### config.mk
export PLATFORM = sky130hd
export DESIGN_NAME = rcds_sequencer
export DESIGN_NICKNAME = d
export VERILOG_FILES = /design/src/rcds_pkg.sv /design/src/rcds_lp_tick.sv /design/src/rcds_sequencer.sv
export VERILOG_INCLUDE_DIRS = /design/src
export SDC_FILE = /design/constraint.sdc
export NUM_CORES = 1
export LEC_CHECK = 0
export BUFFER_PORTS_ARGS = -buffer_cell sky130_fd_sc_hd__buf_2
export CAP_MARGIN = 10
export CORE_MARGIN = 3
export CORE_UTILIZATION = 50
export CTS_CLUSTER_DIAMETER = 50
export CTS_CLUSTER_SIZE = 8
export DETAILED_ROUTE_END_ITERATION = 10
export PLACE_DENSITY = 0.67
export SYNTH_ARGS = -nofsm -noshare
export SYNTH_HDL_FRONTEND = slang
export SYNTH_SLANG_ARGS = --single-unit
### constraint.sdc
create_clock -name clk -period 6.4 [get_ports clk]
set_input_delay 1.28 -clock clk [delete_from_list [all_inputs] [get_ports clk]]
set_output_delay 1.28 -clock clk [all_outputs]
set_load 0.05 [all_outputs]
### src/rcds_map.svh
// Constants for the deep-sleep sequencer: field widths, reset values, timing
`ifndef RCDS_MAP_SVH
`define RCDS_MAP_SVH
`define RCDS_DUR_W         32
`define RCDS_LEAD_W        10
`define RCDS_SLOT_US       625
`define RCDS_LP_HZ_DEF     32768
`define RCDS_CLK_HZ        50000000
`define RCDS_LP_DIV        (`RCDS_CLK_HZ / `RCDS_LP_HZ_DEF)
`define RCDS_ASSERT_RST    10'h020
`define RCDS_DEASSERT_RST  10'h001
`define RCDS_EXTW_RST      10'h002
`endif

### src/rcds_pkg.sv
// Types shared by the deep-sleep sequencer
package rcds_pkg;
   typedef enum logic [4:0] {
      RCDS_ACTIVE  = 5'h01,
      RCDS_ENTER   = 5'h02,
      RCDS_SLEEP   = 5'h04,
      RCDS_EXPIRED = 5'h08,
      RCDS_EXIT    = 5'h10
   } rcds_state_e;
endpackage

### src/rcds_lp_tick.sv
// Low-power clock tick divider
`timescale 1ns/100ps
module rcds_lp_tick #(
   parameter int DIV = 1526
) (
   input  wire logic clk,
   input  wire logic rst,
   input  wire logic run,
   output logic      tick
);
   logic [15:0] cnt_r;

   // One-cycle enable every DIV system clocks while running
   always_ff @(posedge clk or posedge rst) begin
      if (rst) begin
         cnt_r <= 16'h0000;
         tick  <= 1'b0;
      end else if (!run) begin
         cnt_r <= 16'h0000;
         tick  <= 1'b0;
      end else if (cnt_r == 16'(DIV - 1)) begin
         cnt_r <= 16'h0000;
         tick  <= 1'b1;
      end else begin
         cnt_r <= cnt_r + 16'h0001;
         tick  <= 1'b0;
      end
   end
endmodule

### src/rcds_sequencer.sv
// Deep-sleep entry and exit sequencer for the radio baseband core
// How it works
// - Sleep runs on low-power clock ticks
// - Exit only on expiry or wake request
// - Early warning rises set-lead ticks before expiry
// - After expiry, sleep holds until warned, core powered, request width spent
// - Exit needs expiry, clocks on, radio up
// - Wake request raises warning at once, width-timed
// - Pending wake request blocks sleep entry
// - External wake disable ignores wake request in sleep, not at entry
// - Warning always precedes sleep-exit interrupt
// - Assert lead sets warning rise point
// - Deassert lead sets warning fall point
`timescale 1ns/100ps
`include "rcds_map.svh"
module rcds_sequencer #(
   parameter int DUR_W  = `RCDS_DUR_W,
   parameter int LEAD_W = `RCDS_LEAD_W,
   parameter int LP_DIV = `RCDS_LP_DIV
) (
   input  wire logic              clk,
   input  wire logic              rst,
   input  wire logic              deep_sleep_on,
   input  wire logic              external_wake_disable,
   input  wire logic              software_wake_request,
   input  wire logic [DUR_W-1:0]  sleep_duration_cycles,
   input  wire logic [LEAD_W-1:0] wake_irq_assert_lead,
   input  wire logic [LEAD_W-1:0] wake_irq_deassert_lead,
   input  wire logic [LEAD_W-1:0] external_wake_irq_width,
   input  wire logic              core_clock_enable,
   input  wire logic              radio_powered_flag,
   output logic                   power_down_allowed_flag,
   output logic                   low_power_timing,
   output logic                   wake_early_warning_irq,
   output logic                   sleep_exit_irq,
   output logic [DUR_W-1:0]       actual_sleep_duration,
   output logic                   deep_sleep_active
);
   rcds_pkg::rcds_state_e state_r;
   rcds_pkg::rcds_state_e state_nxt;
   logic [DUR_W-1:0]  elapsed_r;
   logic [DUR_W-1:0]  remain_r;
   logic [LEAD_W-1:0] ext_cnt_r;
   logic              ext_run_r;
   logic              warned_r;
   logic              lp_tick;
   logic              lp_run;
   logic              wake_req_ok;
   logic              core_up;
   logic              asleep;

   // Remaining ticks compared against a lead value, zero-extended
   function automatic logic at_lead(input logic [DUR_W-1:0] rem,
                                    input logic [LEAD_W-1:0] lead);
      at_lead = (rem == DUR_W'(lead));
   endfunction

   // Request width spent once this tick would bring the count to the deassert lead,
   // so width = lead + X holds the warning X slow periods; one bit wider so no wrap
   function automatic logic width_done(input logic [LEAD_W-1:0] cnt,
                                       input logic [LEAD_W-1:0] lead);
      width_done = (cnt == '0) ||
                   ({1'b0, cnt} <= ({1'b0, lead} + (LEAD_W+1)'(1)));
   endfunction

   assign wake_req_ok = software_wake_request && !external_wake_disable;
   assign core_up     = core_clock_enable && radio_powered_flag;
   assign asleep      = (state_r == rcds_pkg::RCDS_SLEEP) ||
                        (state_r == rcds_pkg::RCDS_EXPIRED);
   // Divider only runs while the slot reference lives on the slow clock
   assign lp_run      = asleep || ext_run_r;

   rcds_lp_tick #(
      .DIV (LP_DIV)
   ) u_tick (
      .clk  (clk),
      .rst  (rst),
      .run  (lp_run),
      .tick (lp_tick)
   );

   // Next state of the sequence
   always_comb begin
      state_nxt = state_r;
      unique case (state_r)
         rcds_pkg::RCDS_ACTIVE: begin
            // A pending wake request forbids entry
            if (deep_sleep_on && !software_wake_request)
               state_nxt = rcds_pkg::RCDS_ENTER;
         end
         rcds_pkg::RCDS_ENTER: begin
            state_nxt = rcds_pkg::RCDS_SLEEP;
         end
         rcds_pkg::RCDS_SLEEP: begin
            // Only expiry or an accepted request ends sleep
            if (wake_req_ok)
               state_nxt = rcds_pkg::RCDS_EXPIRED;
            else if (lp_tick && remain_r <= DUR_W'(1))
               state_nxt = rcds_pkg::RCDS_EXPIRED;
         end
         rcds_pkg::RCDS_EXPIRED: begin
            // Hold until warned, the core is clocked and powered, and any request width is spent
            if (core_up && warned_r && !ext_run_r)
               state_nxt = rcds_pkg::RCDS_EXIT;
         end
         rcds_pkg::RCDS_EXIT: begin
            state_nxt = rcds_pkg::RCDS_ACTIVE;
         end
         default: state_nxt = rcds_pkg::RCDS_ACTIVE;
      endcase
   end

   always_ff @(posedge clk or posedge rst) begin
      if (rst)
         state_r <= rcds_pkg::RCDS_ACTIVE;
      else
         state_r <= state_nxt;
   end

   // Sleep countdown and elapsed count in low-power ticks
   always_ff @(posedge clk or posedge rst) begin
      if (rst) begin
         remain_r  <= '0;
         elapsed_r <= '0;
      end else if (state_r == rcds_pkg::RCDS_ENTER) begin
         remain_r  <= sleep_duration_cycles;
         elapsed_r <= '0;
      end else if (asleep && lp_tick) begin
         if (remain_r != '0)
            remain_r <= remain_r - DUR_W'(1);
         elapsed_r <= elapsed_r + DUR_W'(1);
      end
   end

   // Actual duration captured on exit; exceeds programmed if held
   always_ff @(posedge clk or posedge rst) begin
      if (rst)
         actual_sleep_duration <= '0;
      else if (state_r == rcds_pkg::RCDS_EXIT)
         actual_sleep_duration <= elapsed_r;
   end

   // Request-driven warning width counter
   always_ff @(posedge clk or posedge rst) begin
      if (rst) begin
         ext_run_r <= 1'b0;
         ext_cnt_r <= '0;
      end else if (state_r == rcds_pkg::RCDS_SLEEP && wake_req_ok) begin
         ext_run_r <= 1'b1;
         ext_cnt_r <= external_wake_irq_width;
      end else if (ext_run_r && lp_tick) begin
         // Falls on the tick that would bring the count to the deassert lead
         if (width_done(ext_cnt_r, wake_irq_deassert_lead))
            ext_run_r <= 1'b0;
         else
            ext_cnt_r <= ext_cnt_r - LEAD_W'(1);
      end
   end

   // Early warning level: rise at assert lead, fall at deassert lead
   always_ff @(posedge clk or posedge rst) begin
      if (rst) begin
         wake_early_warning_irq <= 1'b0;
         warned_r               <= 1'b0;
      end else if (state_r == rcds_pkg::RCDS_ENTER) begin
         wake_early_warning_irq <= 1'b0;
         warned_r               <= 1'b0;
      end else if (state_r == rcds_pkg::RCDS_SLEEP && wake_req_ok) begin
         wake_early_warning_irq <= 1'b1;
         warned_r               <= 1'b1;
      end else if (ext_run_r) begin
         if (lp_tick && width_done(ext_cnt_r, wake_irq_deassert_lead))
            wake_early_warning_irq <= 1'b0;
      end else if (asleep && lp_tick) begin
         if (state_r == rcds_pkg::RCDS_SLEEP &&
             (at_lead(remain_r, wake_irq_assert_lead) ||
              (!warned_r && remain_r <= DUR_W'(wake_irq_assert_lead)))) begin
            wake_early_warning_irq <= 1'b1;
            warned_r               <= 1'b1;
         end else if (warned_r && remain_r <= DUR_W'(wake_irq_deassert_lead)) begin
            wake_early_warning_irq <= 1'b0;
         end
      end else if (state_r == rcds_pkg::RCDS_EXIT) begin
         // Warning always seen before exit interrupt
         wake_early_warning_irq <= 1'b0;
      end
   end

   // Sleep-exit interrupt pulse, only after the warning
   always_ff @(posedge clk or posedge rst) begin
      if (rst)
         sleep_exit_irq <= 1'b0;
      else
         sleep_exit_irq <= (state_r == rcds_pkg::RCDS_EXIT);
   end

   // Power-down permission and timing source flags
   always_ff @(posedge clk or posedge rst) begin
      if (rst) begin
         power_down_allowed_flag <= 1'b0;
         low_power_timing        <= 1'b0;
         deep_sleep_active       <= 1'b0;
      end else begin
         power_down_allowed_flag <= (state_nxt == rcds_pkg::RCDS_SLEEP) ||
                                    (state_nxt == rcds_pkg::RCDS_EXPIRED);
         low_power_timing        <= (state_nxt == rcds_pkg::RCDS_SLEEP) ||
                                    (state_nxt == rcds_pkg::RCDS_EXPIRED);
         deep_sleep_active       <= (state_nxt != rcds_pkg::RCDS_ACTIVE);
      end
   end
endmodule

==> results.toml <==
[status]
status = "finished clean"

[route]
drc = 0
first_pass_iters = 4
drt-initial-drc-count = 407
avgRoutedWirePerCell_um = 15.9
antenna_left = 0
vias = 5989
wl_um = 17200
viasPerCell = 5.54

[sta]
rsz0062_at_grt = "false"
slew_headroom = 0.273
slew_violations = 0
finalSetupViolCount = 0
finalCriticalPeriod_ns = 3.79
finalHoldViolCount = 0
tightest_slew_ns = 1.09
fin_crit_sh = 0.593
clock_skew_ns = 0.0148
hold_ws_ns = 0.481
fmax_mhz = 264
setup_tns_ns = 0

[synth]
ys_types = 63
syn_area_per_cell_um2 = 9.67
synth_edf_count = 0
synth_nets = 888
synth.area.top_cells = "dfrtp_1 44%, ha_1 6.3%, xnor2_1 5.8%, nor2_1 4.5%, xor2_1 3.9%"
yosysWarnings = 0
mappedNetlistArea_mm2 = 0.00755
ys.flop_type = "dfrtp_1"
async_flop_share = 1.00
yosysMostFrequentCell = "dfrtp_1"
synth-seq-cells = 134
synth_top_cell_area_share = 0.441
syn_inst = 781
synth-seq-area-share = 0.444
synthTopCellsByCount = "133 x dfrtp_1, 90 x nor2_1, 71 x nand2_1, 50 x xnor2_1, 39 x inv_1"
synth_largest_area_cell = "dfrtp_1"

[die]
start_util = 0.516
chipHeight_um = 129
dieArea_mm2 = 0.0166
io_pins = 106
std_cell_rows = 44
core_mm2 = 0.0146
die_width_um = 129

[cts]
clock_sinks = 134
path_clk_slew_ns = 0.06
clockBufferDepth = 2
postCtsHoldBufs = 0
cts_root_buf = "clkbuf_16"
clock_latency_ns = 0.43
ctsResizeCount = 0
cts_buffers = 17
htree_levels = 4
cts_tree = "built"
post_cts.repair.setup_buffers = 0

[grt]
grt_pass1_vias = 5940
grt-ovfl-total = 0
grt_pass1_wl_um = 28800
antenna_found_initial = 0
grt_max_degree = 71
grtUsageTotal = 0.216

[power_and_ir_drop]
ir_drop_v = 0.000207
p_leak_nw = 4.09
power_density_mw_per_mm2 = 296

[setup_path]
cp-startpoint = "wake_irq_deassert_lead[0]"
worstSetupPathType = "input port to flop"
cp-start-kind = "input port"
arrival_ns = 4.14
endpoint_kind = "flop"
crit_path_max_fanout = 9
rr_startpoint = "remain_r[12]"
required_ns = 6.75

[worst_hold_path]
min_from = "actual_sleep_duration[4]"
hp-class = "flop to flop"

[flow_run]
maxCapViolCount = 0

[finish]
area_growth_pct = 17.0
fin_cells = 1081
nNetsFinal = 991
diodes = 0
drive_gt1_frac = 0.220

[placement]
place_inst = 1049
dp_hpwl_um = 12500
portBuffers = 105
place_congestion = 0.928
sequential cells by signal (all words and copies together), names as in the netlist, 5 cells and up:
| register | cells |
|---|---|
| actual_sleep_duration | 32 |
| remain_r | 32 |
| u_tick.cnt_r | 16 |
| state_r | 5 |
| elapsed_r | 32 |
| ext_cnt_r | 10 |
metal layers:
metal	wire length [um]	GRT usage	share of wire
met4	191	0.0747	0.011
met1	7970	0.293	0.46
met2	8440	0.350	0.49
met5	0	0	0
met3	610	0.0423	0.035
report_power, final:
part | leakage, nW | switching, mW | internal [mW]
sequential | 1.77 | 0.165 | 0.959
combinational | 2.02 | 0.253 | 0.223
clock | 0.301 | 0.398 | 0.622
total | 4.09 | 0.815 | 1.80
cell type report:
type                            count  area [um2]
Fill cell                        1214        5810
Multi-Input combinational cell    584        3940
Sequential cell                   134        3350
Timing Repair Buffer              108         548
Clock buffer                       17         425
Tap cell                          184         230
Clock inverter                     15         189
Inverter                           39         149
logic make-up after synthesis:
family	synth area share
AO/OA/AOI/OAI	0.0714
adder cells (fa/ha/maj)	0.0629
flip-flops	0.444
buffers and inverters	0.0346
multiplexers	0.0401
AND/OR/NAND/NOR	0.247
XOR/XNOR	0.0995
stage by stage:
step,setup WS [ns],area (um2),power (mW),util
6_report,2.61,8840,2.62,0.603
5_1_grt,2.36,8840,2.76,0.603
4_1_cts,2.62,8840,2.64,0.603
3_5_place_dp,2.16,8220,1.61,0.561
3_3_place_gp,2.33,8220,1.58,0.561
2_1_floorplan,1.54,7550,1.45,-
critical path, stage by stage:
cell and delay, ns:
buf_2 0.13, ha_1 0.22, nand4_1 0.16, or4_1 0.44
xnor2_1 0.15, ha_1 0.29, nand3_1 0.11, o211ai_1 0.59
nand3b_1 0.24, or3_1 0.35, a31oi_1 0.17
path summary, 6_finish.rpt:
kind / endpoint / slack [ns] / cells after the start
max reg2reg: remain_r[27] / 3.54 / 6
min reg2reg: actual_sleep_duration[4] / 0.48 / 2
min: actual_sleep_duration[4] / 0.48 / 2
max: ext_cnt_r[8] / 2.61 / 11
min in group asynchronous: actual_sleep_duration[28] / 1.02 / 2
max in group asynchronous: u_tick.cnt_r[4] / 3.99 / 3
placed cells by master, fill, tap and decap left out, types with 13 or more instances in the layout:
cell	synthesis	routed
o21ai_1	20	20
nor3_1	21	21
clkbuf_16	0	17
a21oi_1	35	35
nor4_2	16	16
xnor2_1	50	50
nand3_1	34	34
buf_2	2	105
ha_1	38	38
nor2_1	90	90
nand4_1	17	17
or3_1	13	13
inv_1	39	38
dfrtp_1	133	133
o21ai_0	21	21
xor2_1	34	34
mux2_2	26	26
nand2_1	71	71
Note: power is estimated with default switching activity, not from simulation.
